**src/core/flash_guard_pkg.sv**
```systemverilog
// Shared constants and types for the flash command guard and block protection
package flash_guard_pkg;

  // ***************************************
  // Register byte offsets
  // ***************************************
  localparam logic [7:0] OFS_CLK_DIV = 8'h00;
  localparam logic [7:0] OFS_STATUS = 8'h04;
  localparam logic [7:0] OFS_CMD = 8'h08;
  localparam logic [7:0] OFS_PROT = 8'h0c;
  localparam logic [7:0] OFS_ARRAY = 8'h10;
  localparam logic [7:0] OFS_IRQ_STAT = 8'h14;
  localparam logic [7:0] OFS_IRQ_MASK = 8'h18;

  // ***************************************
  // Status register bits
  // ***************************************
  localparam int STAT_CBEF = 7;
  localparam int STAT_CCIF = 6;
  localparam int STAT_PVIOL = 5;
  localparam int STAT_ACCERR = 4;

  // ***************************************
  // Interrupt bits
  // ***************************************
  localparam int IRQ_W = 3;
  localparam int IRQ_DONE = 0;
  localparam int IRQ_ACCERR = 1;
  localparam int IRQ_PVIOL = 2;

  // ***************************************
  // Array write word layout
  // ***************************************
  localparam int ARR_ADDR_LSB = 0;
  localparam int ARR_DATA_LSB = 16;

  // ***************************************
  // Command codes
  // ***************************************
  localparam logic [7:0] CMD_BLANK_CHECK = 8'h05;
  localparam logic [7:0] CMD_BYTE_PROG = 8'h20;
  localparam logic [7:0] CMD_BURST_PROG = 8'h25;
  localparam logic [7:0] CMD_PAGE_ERASE = 8'h40;
  localparam logic [7:0] CMD_MASS_ERASE = 8'h41;

  // ***************************************
  // Protection
  // ***************************************
  localparam logic [7:0] PROT_RESET = 8'hff;
  localparam int PROT_DIS_BIT = 0;
  localparam logic [8:0] PROT_LOW_ONES = 9'h1ff;
  localparam logic [15:0] FLASH_LAST_ADDR = 16'hffff;

  typedef enum logic [1:0] {ST_IDLE, ST_GOT_ADDR, ST_GOT_CMD, ST_BUSY} guard_state_t;

endpackage

```
**src/core/flash_command_guard_protect.sv**
```systemverilog
// Flash command protocol checker with block protection and Avalon-MM registers
`timescale 1ns/1ps
module flash_command_guard_protect #(
  parameter int ADDR_W = 8
) (
  input wire logic clk_sys,
  input wire logic sys_rst,
  input wire logic [ADDR_W-1:0] avs_address,
  input wire logic avs_read,
  input wire logic avs_write,
  input wire logic [3:0] avs_byteenable,
  input wire logic [31:0] avs_writedata,
  output logic [31:0] avs_readdata,
  output logic avs_waitrequest,
  input wire logic bdm_access,
  input wire logic chip_secured,
  input wire logic stop_mode,
  input wire logic [7:0] nv_prot_byte,
  input wire logic flash_op_done,
  output logic flash_op_start,
  output logic flash_op_abort,
  output logic [7:0] flash_op_cmd,
  output logic [15:0] flash_op_addr,
  output logic [7:0] flash_op_data,
  output logic [7:0] clk_div_out,
  output logic irq
);

  // ***************************************
  // Helper functions
  // ***************************************
  function automatic logic code_legal(input logic [7:0] c);
    code_legal = (c == flash_guard_pkg::CMD_BLANK_CHECK) ||
                 (c == flash_guard_pkg::CMD_BYTE_PROG) ||
                 (c == flash_guard_pkg::CMD_BURST_PROG) ||
                 (c == flash_guard_pkg::CMD_PAGE_ERASE) ||
                 (c == flash_guard_pkg::CMD_MASS_ERASE);
  endfunction

  function automatic logic code_alters(input logic [7:0] c);
    code_alters = (c == flash_guard_pkg::CMD_BYTE_PROG) ||
                  (c == flash_guard_pkg::CMD_BURST_PROG) ||
                  (c == flash_guard_pkg::CMD_PAGE_ERASE);
  endfunction

  // ***************************************
  // State
  // ***************************************
  flash_guard_pkg::guard_state_t state_r, state_nxt;
  logic ack_r;
  logic [31:0] rdata_r;
  logic div_set_r;
  logic [7:0] div_r;
  logic [7:0] prot_r;
  logic prot_load_r;
  logic accerr_r, accerr_nxt;
  logic pviol_r, pviol_nxt;
  logic [15:0] addr_r, addr_nxt;
  logic [7:0] data_r, data_nxt;
  logic [7:0] cmd_r, cmd_nxt;
  logic start_r, start_nxt;
  logic abort_r, abort_nxt;
  logic [flash_guard_pkg::IRQ_W-1:0] irq_stat_r, irq_stat_nxt;
  logic [flash_guard_pkg::IRQ_W-1:0] irq_mask_r;
  logic acc_set, pv_set, done_set;

  // ***************************************
  // Bus decode
  // ***************************************
  wire logic bus_req = avs_read | avs_write;
  wire logic wr_go = avs_write & ack_r;
  wire logic rd_cap = avs_read & ~ack_r;
  wire logic [7:0] ofs = 8'(avs_address);
  wire logic [31:0] be_mask = {{8{avs_byteenable[3]}}, {8{avs_byteenable[2]}},
                               {8{avs_byteenable[1]}}, {8{avs_byteenable[0]}}};
  wire logic [31:0] wd = avs_writedata & be_mask;
  wire logic sel_div = ofs == flash_guard_pkg::OFS_CLK_DIV;
  wire logic sel_stat = ofs == flash_guard_pkg::OFS_STATUS;
  wire logic sel_cmd = ofs == flash_guard_pkg::OFS_CMD;
  wire logic sel_prot = ofs == flash_guard_pkg::OFS_PROT;
  wire logic sel_arr = ofs == flash_guard_pkg::OFS_ARRAY;
  wire logic sel_ist = ofs == flash_guard_pkg::OFS_IRQ_STAT;
  wire logic sel_imask = ofs == flash_guard_pkg::OFS_IRQ_MASK;
  wire logic div_wr = wr_go & sel_div & avs_byteenable[0];
  wire logic stat_wr = wr_go & sel_stat & avs_byteenable[0];
  wire logic cmd_wr = wr_go & sel_cmd & avs_byteenable[0];
  wire logic prot_wr = wr_go & sel_prot & avs_byteenable[0];
  wire logic arr_wr = wr_go & sel_arr;
  // Command writes are refused while the error flag stands
  // refuse while flagged
  wire logic arr_ok = arr_wr & ~accerr_r;
  wire logic cmd_ok = cmd_wr & ~accerr_r;
  wire logic stat_ok = stat_wr & ~accerr_r;
  wire logic ctrl_wr = div_wr | prot_wr;
  wire logic [7:0] wcmd = wd[7:0];
  wire logic launch_bit = wd[flash_guard_pkg::STAT_CBEF];

  assign avs_waitrequest = bus_req & ~ack_r;

  // ***************************************
  // Protection region
  // ***************************************
  // disable at bit zero
  wire logic prot_en = ~prot_r[flash_guard_pkg::PROT_DIS_BIT];
  wire logic [15:0] last_unprot = {prot_r[7:1], flash_guard_pkg::PROT_LOW_ONES};
  // top block always inside a nonempty region
  wire logic region_nonempty = prot_en & (last_unprot != flash_guard_pkg::FLASH_LAST_ADDR);
  // region runs to the last address
  wire logic addr_hit = region_nonempty & (addr_r > last_unprot) &
                        (addr_r <= flash_guard_pkg::FLASH_LAST_ADDR);
  wire logic launch_blocked = (code_alters(cmd_r) & addr_hit) |
                              ((cmd_r == flash_guard_pkg::CMD_MASS_ERASE) & region_nonempty);

  // ***************************************
  // Command checks
  // ***************************************
  // legal codes only
  wire logic bad_code = ~code_legal(wcmd);
  wire logic secure_block = chip_secured & bdm_access & code_alters(wcmd);
  wire logic cmd_bad = bad_code | secure_block;
  wire logic arr_no_div = ~div_set_r;

  // ***************************************
  // Protocol sequencer
  // ***************************************
  always_comb begin
    state_nxt = state_r;
    addr_nxt = addr_r;
    data_nxt = data_r;
    cmd_nxt = cmd_r;
    start_nxt = 1'b0;
    abort_nxt = 1'b0;
    acc_set = 1'b0;
    pv_set = 1'b0;
    done_set = 1'b0;
    unique case (state_r)
      flash_guard_pkg::ST_IDLE: begin
        if (arr_ok) begin
          if (arr_no_div) begin
            acc_set = 1'b1;
          end else begin
            state_nxt = flash_guard_pkg::ST_GOT_ADDR;
            addr_nxt = wd[flash_guard_pkg::ARR_ADDR_LSB +: 16];
            data_nxt = wd[flash_guard_pkg::ARR_DATA_LSB +: 8];
          end
        end else if (cmd_ok) begin
          acc_set = 1'b1;
        end
      end
      flash_guard_pkg::ST_GOT_ADDR: begin
        if (cmd_ok) begin
          if (cmd_bad) begin
            acc_set = 1'b1;
          end else begin
            state_nxt = flash_guard_pkg::ST_GOT_CMD;
            cmd_nxt = wcmd;
          end
        end else if (arr_ok) begin
          acc_set = 1'b1;
        end else if (ctrl_wr) begin
          acc_set = 1'b1;
        end else if (stat_ok) begin
          acc_set = 1'b1;
          if (!launch_bit) begin
            state_nxt = flash_guard_pkg::ST_IDLE;
          end
        end
      end
      flash_guard_pkg::ST_GOT_CMD: begin
        if (arr_ok || ctrl_wr) begin
          acc_set = 1'b1;
        end else if (cmd_ok) begin
          acc_set = 1'b1;
        end else if (stat_ok) begin
          if (!launch_bit) begin
            acc_set = 1'b1;
            state_nxt = flash_guard_pkg::ST_IDLE;
          end else if (launch_blocked) begin
            pv_set = 1'b1;
            state_nxt = flash_guard_pkg::ST_IDLE;
          end else begin
            start_nxt = 1'b1;
            state_nxt = flash_guard_pkg::ST_BUSY;
          end
        end
      end
      flash_guard_pkg::ST_BUSY: begin
        if (stop_mode && code_alters(cmd_r)) begin
          abort_nxt = 1'b1;
          acc_set = 1'b1;
          state_nxt = flash_guard_pkg::ST_IDLE;
        end else if (flash_op_done) begin
          done_set = 1'b1;
          state_nxt = flash_guard_pkg::ST_IDLE;
        end
        if (arr_ok || cmd_ok) begin
          acc_set = 1'b1;
        end
      end
    endcase
  end

  // ***************************************
  // Flags: set wins over clear
  // ***************************************
  wire logic acc_clr = stat_wr & wd[flash_guard_pkg::STAT_ACCERR];
  wire logic pv_clr = stat_wr & wd[flash_guard_pkg::STAT_PVIOL];
  assign accerr_nxt = acc_set | (accerr_r & ~acc_clr);
  assign pviol_nxt = pv_set | (pviol_r & ~pv_clr);
  wire logic [flash_guard_pkg::IRQ_W-1:0] irq_ev = {pv_set, acc_set, done_set};
  wire logic [flash_guard_pkg::IRQ_W-1:0] irq_clr =
    (wr_go & sel_ist) ? wd[flash_guard_pkg::IRQ_W-1:0] : '0;
  assign irq_stat_nxt = irq_ev | (irq_stat_r & ~irq_clr);
  assign irq = |(irq_stat_r & irq_mask_r);

  // ***************************************
  // Read mux
  // ***************************************
  wire logic [7:0] stat_val = {state_r != flash_guard_pkg::ST_BUSY,
                               state_r == flash_guard_pkg::ST_IDLE,
                               pviol_r, accerr_r, 4'h0};
  wire logic [31:0] rd_mux =
    sel_div ? {24'h0, div_r} :
    sel_stat ? {24'h0, stat_val} :
    sel_cmd ? {24'h0, cmd_r} :
    sel_prot ? {24'h0, prot_r} :
    sel_arr ? {8'h0, data_r, addr_r} :
    sel_ist ? {29'h0, irq_stat_r} :
    sel_imask ? {29'h0, irq_mask_r} : 32'h0;

  // ***************************************
  // Bus handshake registers
  // ***************************************
  always_ff @(posedge clk_sys) begin
    if (sys_rst) begin
      ack_r <= 1'b0;
      rdata_r <= 32'h0;
    end else begin
      ack_r <= bus_req & ~ack_r;
      if (rd_cap) begin
        rdata_r <= rd_mux;
      end
    end
  end

  // ***************************************
  // Sequencer registers
  // ***************************************
  always_ff @(posedge clk_sys) begin
    if (sys_rst) begin
      state_r <= flash_guard_pkg::ST_IDLE;
      addr_r <= 16'h0;
      data_r <= 8'h0;
      cmd_r <= 8'h0;
      start_r <= 1'b0;
      abort_r <= 1'b0;
      accerr_r <= 1'b0;
      pviol_r <= 1'b0;
    end else begin
      state_r <= state_nxt;
      addr_r <= addr_nxt;
      data_r <= data_nxt;
      cmd_r <= cmd_nxt;
      start_r <= start_nxt;
      abort_r <= abort_nxt;
      accerr_r <= accerr_nxt;
      pviol_r <= pviol_nxt;
    end
  end

  // ***************************************
  // Divider and interrupt registers
  // ***************************************
  wire logic pending = (state_r == flash_guard_pkg::ST_GOT_ADDR) |
                       (state_r == flash_guard_pkg::ST_GOT_CMD);

  always_ff @(posedge clk_sys) begin
    if (sys_rst) begin
      div_r <= 8'h0;
      div_set_r <= 1'b0;
      irq_stat_r <= '0;
      irq_mask_r <= '0;
    end else begin
      if (div_wr && !pending) begin
        div_r <= wd[7:0];
        div_set_r <= 1'b1;
      end
      irq_stat_r <= irq_stat_nxt;
      if (wr_go && sel_imask) begin
        irq_mask_r <= wd[flash_guard_pkg::IRQ_W-1:0];
      end
    end
  end

  // ***************************************
  // Protection register
  // ***************************************
  always_ff @(posedge clk_sys) begin
    if (sys_rst) begin
      prot_r <= flash_guard_pkg::PROT_RESET;
      prot_load_r <= 1'b1;
    end else if (prot_load_r) begin
      prot_r <= nv_prot_byte;
      prot_load_r <= 1'b0;
    end else if (prot_wr && bdm_access && !pending) begin
      prot_r <= wd[7:0];
    end
  end

  // ***************************************
  // Outputs
  // ***************************************
  assign avs_readdata = rdata_r;
  assign flash_op_start = start_r;
  assign flash_op_abort = abort_r;
  assign flash_op_cmd = cmd_r;
  assign flash_op_addr = addr_r;
  assign flash_op_data = data_r;
  assign clk_div_out = div_r;

endmodule

```
**config.mk**
```make
export PLATFORM = sky130hd
export DESIGN_NAME = flash_command_guard_protect
export DESIGN_NICKNAME = d
export VERILOG_FILES = /design/src/core/flash_guard_pkg.sv /design/src/core/flash_command_guard_protect.sv
export SDC_FILE = /design/constraint.sdc
export NUM_CORES = 1
export LEC_CHECK = 0
export ABC_AREA = 1
export BUFFER_PORTS_ARGS = -buffer_cell sky130_fd_sc_hd__buf_2
export CORE_ASPECT_RATIO = 0.9
export CORE_UTILIZATION = 50
export CTS_BUF_LIST = sky130_fd_sc_hd__clkbuf_4
export DETAILED_ROUTE_END_ITERATION = 10
export HOLD_SLACK_MARGIN = 0.1
export MAX_ROUTING_LAYER = met4
export PLACE_DENSITY = 0.78
export SLEW_MARGIN = 20
export SYNTH_ARGS = -nofsm -noshare
export SYNTH_HDL_FRONTEND = slang
export SYNTH_SLANG_ARGS = --single-unit
```
**constraint.sdc**
```tcl
create_clock -name clk_sys -period 3.16 [get_ports clk_sys]
set_input_delay 0.632 -clock clk_sys [delete_from_list [all_inputs] [get_ports clk_sys]]
set_output_delay 0.632 -clock clk_sys [all_outputs]
set_load 0.02 [all_outputs]
```
**Word level (Yosys, flattened, before mapping)**

Cells that the tools add are included.

- Register bits after elaboration: 95
- Output and inout bits: 76
- Word-level logic and storage cells: 176
- Bits of input ports: 60

- Magnitude comparators: 2
- Equal/unequal tests: 31
- Reduce and logical (&&, ||, !) cells: 25
- Muxes and demuxes: 52
- Bitwise operators: 50

Operator list:

| operator | count |
|---|---|
| 2-to-1 mux 24 bit | 5 |
| == test 8 x 6 -> 1 bit, second input constant | 4 |
| == test 8 x 7 -> 1 bit, second input constant | 4 |
| 2-to-1 mux 2 bit | 15 |
| bitwise AND 1 bit | 27 |
| 2-to-1 mux 1 bit | 25 |
| bitwise AND 24 bit | 1 |
| == test 8 x 5 -> 1 bit, second input constant | 3 |
| != test 3 bit, second input constant | 6 |
| == test 8 x 3 -> 1 bit, second input constant | 2 |
| == test 8 x 4 -> 1 bit, second input constant | 2 |
| > comparator 16 bit | 1 |
| <= comparator 16 bit, second input constant | 1 |
| 2-to-1 mux 8 bit | 2 |
| != test 2 bit, second input constant | 6 |
| inverter 1 bit | 11 |
| AND reduction 11 bit | 1 |
| logical OR 1 bit | 10 |
| 2-to-1 mux 3 bit | 3 |
| zero test 8 bit | 1 |
| one-hot mux 2 bit (4 select lines) | 1 |
| != test 7 bit, second input constant | 1 |
| OR 1 bit | 7 |
| bitwise AND 3 bit | 2 |
| 13 further kinds | 19 |

**Depth between registers and ports, before layout**

- Depth after elaboration: 13
- Depth in mapped cells: 15
- Mapped depth without buffers: 14

**Least setup slack after synthesis**

OpenSTA, ideal clock, no wires.

- Path kind: input -> register
- Start point: input avs_address[1]
- End point: register addr_r[12] (netlist: flash_op_addr[12])
- Library setup time: 0.115 ns
- Cell stages on the path: 10
- Data arrival time: 1.676 ns
- Path slack: 1.370 ns
- Path through: nor2_4 nand2_4 nor2_8 nand3_4 nor2_8 inv_2 buf_6 a21oi_2 nor2_1 o21a_1

- Cells in the longest elaborated chain, start to end: 4

Ends and longest elaborated chain:

| item | RTL line | text |
|---|---|---|
| start, declared | flash_command_guard_protect.sv:8 | `input wire logic [ADDR_W-1:0] avs_address,` |
| == test 8 x 5 -> 1 bit | flash_command_guard_protect.sv:81 | `wire logic sel_arr = ofs == flash_guard_pkg::OFS_ARRAY;` |
| bitwise AND 1 bit | flash_command_guard_protect.sv:88 | `wire logic arr_wr = wr_go & sel_arr;` |
| bitwise AND 1 bit | flash_command_guard_protect.sv:91 | `wire logic arr_ok = arr_wr & ~accerr_r;` |
| AND reduction 3 bit (no source line) | -- |  |
| end signal, assigned | flash_command_guard_protect.sv:261 | `addr_r <= addr_nxt;` |
| end, declared | flash_command_guard_protect.sv:58 | `logic [15:0] addr_r, addr_nxt;` |

Every way passes these cells.
A chain may end at the register's enable or synchronous reset.

**Final worst setup path**

- Start point: register ack_r
- End point: register div_r[0] (netlist: clk_div_out[0])

- Cells in the longest elaborated chain, start to end: 4

Ends and longest elaborated chain:

| item | RTL line | text |
|---|---|---|
| start, declared | flash_command_guard_protect.sv:50 | `logic ack_r;` |
| start signal, assigned | flash_command_guard_protect.sv:239 | `ack_r <= bus_req & ~ack_r;` |
| bitwise AND 1 bit | flash_command_guard_protect.sv:71 | `wire logic wr_go = avs_write & ack_r;` |
| bitwise AND 1 bit (2 in series) | flash_command_guard_protect.sv:84 | `wire logic div_wr = wr_go & sel_div & avs_byteenable[0];` |
| logical AND 1 bit | flash_command_guard_protect.sv:284 | `if (div_wr && !pending) begin` |
| end signal, assigned | flash_command_guard_protect.sv:285 | `div_r <= wd[7:0];` |
| end, declared | flash_command_guard_protect.sv:53 | `logic [7:0] div_r;` |

Every way passes these cells.

==> key figures <==
Clock tree
  – Count of hold-fix buffers inserted at cts: 0
  – TritonCTS clock tree: yes
  – Root Driver: clkbuf_4
  – H-tree depth: 3
  – Skew-Pair Late Insertion Delay: 450 ps
  – Max Root-Sink Buffers: 2
  – Clock Pin Slew Worst Setup and Hold Paths: 150 ps
  – Post-CTS sizing: 0
  – CTS buffer count: 9
  – Num Clock Sinks: 87
  – Post-CTS setup buffer count: 0

Timing
  – RSZ-0062 raised after global routing: no
  – Final Hold Fails: 0
  – Final period util: 62.2%
  – Slew Limit Fails: 0
  – Max Freq: 509 MHz
  – Fin Clk Skew: 12.6 ps
  – Slew of the pin with the lowest slew margin: 969 ps
  – Setup_tns: 0 ps
  – Slew margin rel.: 35.3%
  – Final setup fails: 0
  – Min Hold Slack: 416 ps
  – Fin crit period: 1970 ps

Synth
  – YS warnings: 0
  – Top cells by area, synth: dfxtp_1 39%, a21oi_1 9.1%, nand2_1 9.0%
  – Main synth FF type: dfxtp_1
  – Synthesized flop and latch total: 87
  – Largest area contributor in the netlist: dfxtp_1
  – Ys async rst share: 0%
  – Netlist cell types: 38
  – Yosys top cell area share: 39.4%
  – Post-synth EDFFs: 0
  – Syn_area_per_cell: 7.46 sq um
  – Syn Inst Count: 593
  – Synth top cells by count: 106 x nand2_1, 87 x dfxtp_1, 80 x a21oi_1
  – Synth Cell Area: 4420 sq um
  – Share of the yosys chip area belonging to registers: 39.4%
  – Most frequent cell after synthesis: nand2_1

Worst setup path
  – Worst Path Required: 3480 ps
  – Setup crit start kind: register
  – Reg-to-reg startpoint: ack_r
  – Critical Path Fanout Max: 15
  – Worst reg2reg setup slack: 1190 ps
  – Worst R2R Path Depth: 7
  – Worst Setup End Kind: register
  – Reg2reg end: clk_div_out[0]
  – Worst path arrival time: 2290 ps
  – CP Class: register to register

Floorplanning
  – Die area: 9220 sq um
  – Initial core utilization: 51.6%
  – Die width: 101 microns
  – # IOs: 136
  – Core Area: 8570 sq um
  – Die height: 91.2 microns
  – Rows: 32

Drt
  – Via Count: 4527
  – DRC: 0
  – Routed length per instance: 15.8 microns
  – Routed Antenna Nets: 0
  – DRT iter0 DRCs: 331
  – Via density per instance: 5.49
  – Top layer in use: met4
  – Metal2 WL: 5930 microns
  – Routed WL: 13000 microns
  – WL met3: 995 microns
  – DRT Pass-1 Iters: 5
  – Routed met1 length: 6010 microns

Power and ir drop
  – Total power: 1.99 mW
  – Power per cell area: 386 nW/um^2
  – Leakage: 2.48 nW
  – VDD IR max: 0.000259 V

Cells and area
  – Nets@finish: 771
  – Non-Filler Instances: 824
  – Layout cells sized above 1: 26.0%
  – Synthesis-to-layout area growth: 16.8%
  – Design Area, Final: 5160 sq um
  – Fill cell count: 869
  – # diodes: 0

Placement
  – Post-Place Cell Area: 5020 sq um
  – RePlAce Congestion: 0.950
  – Post-DP HPWL: 9740 microns
  – PortBufs: 118
  – Placed Cells: 808

Status
  – Run status: finished, final reports clean

GRT
  – First-pass GRT wire length: 20200 microns
  – Initial antenna violation count: 0
  – Vias in the first global route: 3986
  – GR Util All Layers: 29.4%
  – Largest net degree at the start of global routing: 56
  – GRT overflow: 0

Hold path
  – Hold Path Sink: prot_r[6]
  – Hold WC Path Type: input port to register
  – Hold Startpoint: nv_prot_byte[6]
  – Hold path cells: 3

Flow run
  – Max-Cap Viols: 0
per-layer routing:
layer | global-route usage, % | vias up
met2 | 45.4 | 211
met3 | 6.31 | 16
li1 | - | 2195
met4 | 5.43 | 0
met1 | 39.9 | 2105
met5 | - | -
cell families (layout without fill, tap and decap cells):
group | Yosys count | in the layout | synth area share (%)
buffers and inverters | 97 | 202 | 9.85
flip-flops | 87 | 87 | 39.4
other | 1 | 8 | 0.0848
adder cells (fa/ha/maj) | 11 | 11 | 3.11
AO/OA/AOI/OAI | 163 | 163 | 21.5
AND/OR/NAND/NOR | 234 | 234 | 26.0
report_power, final:
part           switching (mW)  total (mW)  leakage [nW]  internal, mW
Sequential             0.0104        1.12         0.705          1.11
Clock                   0.418       0.668        0.0749         0.251
Combinational           0.141       0.203          1.70        0.0620
metrics by stage:
| step | setup slack, ps | utilization (%) |
|---|---|---|
| after detailed placement | 784 | 58.6 |
| after global placement | 830 | 58.6 |
| after floorplan | 1370 | - |
| final | 1190 | 60.3 |
| after global routing | 1030 | 60.3 |
| after CTS | 1230 | 60.3 |
cell usage in the layout (no fill, tap or decap), drive strengths merged, types with 8 or more instances in the layout:
cell    count
clkbuf      9
a21oi      90
nor2       57
inv        67
o21ai      35
nand3      50
buf       121
ha         11
nand4      10
nand2     114
o21a       18
dfxtp      87
conb        8
flip-flops by register name, indices dropped and copies added, names as in the netlist:
name,cells
avs_readdata,24
flash_op_addr,16
clk_div_out,8
flash_op_cmd,8
flash_op_data,8
prot_r,8
irq_mask_r,3
irq_stat_r,3
state_r,2
accerr_r,1
ack_r,1
div_set_r,1
flash_op_abort,1
flash_op_start,1
prot_load_r,1
pviol_r,1
layout make-up:
type	count	area [sq um]	share of cell area [%]
Sequential cell	87	1740	33.7
Inverter	65	244	4.72
Clock inverter	7	78.8	1.53
Multi-Input combinational cell	416	2270	44.0
Timing Repair Buffer	121	613	11.9
Clock buffer	9	67.6	1.31
Tap cell	119	149	2.88
worst max path at each step:
stage / from / to / slack [ps] / cells after the start
2_1_floorplan: avs_address[1] / flash_op_addr[12] / 1370 / 10
6_report: ack_r / clk_div_out[0] / 1190 / 7
4_1_cts: ack_r / clk_div_out[0] / 1230 / 7
5_1_grt: ack_r / clk_div_out[0] / 1030 / 7
3_5_place_dp: avs_address[1] / flash_op_addr[15] / 780 / 10
3_3_place_gp: avs_address[1] / flash_op_addr[9] / 830 / 10
critical path: stages, from the launching register on:
cell	delay, ps
dfxtp_1	410
nand2_1	220
nor2_2	350
nand2_2	120
nor2_2	440
inv_1	160
nand2_1	90
a21oi_1	60
Power figures use the tool's default switching activity.
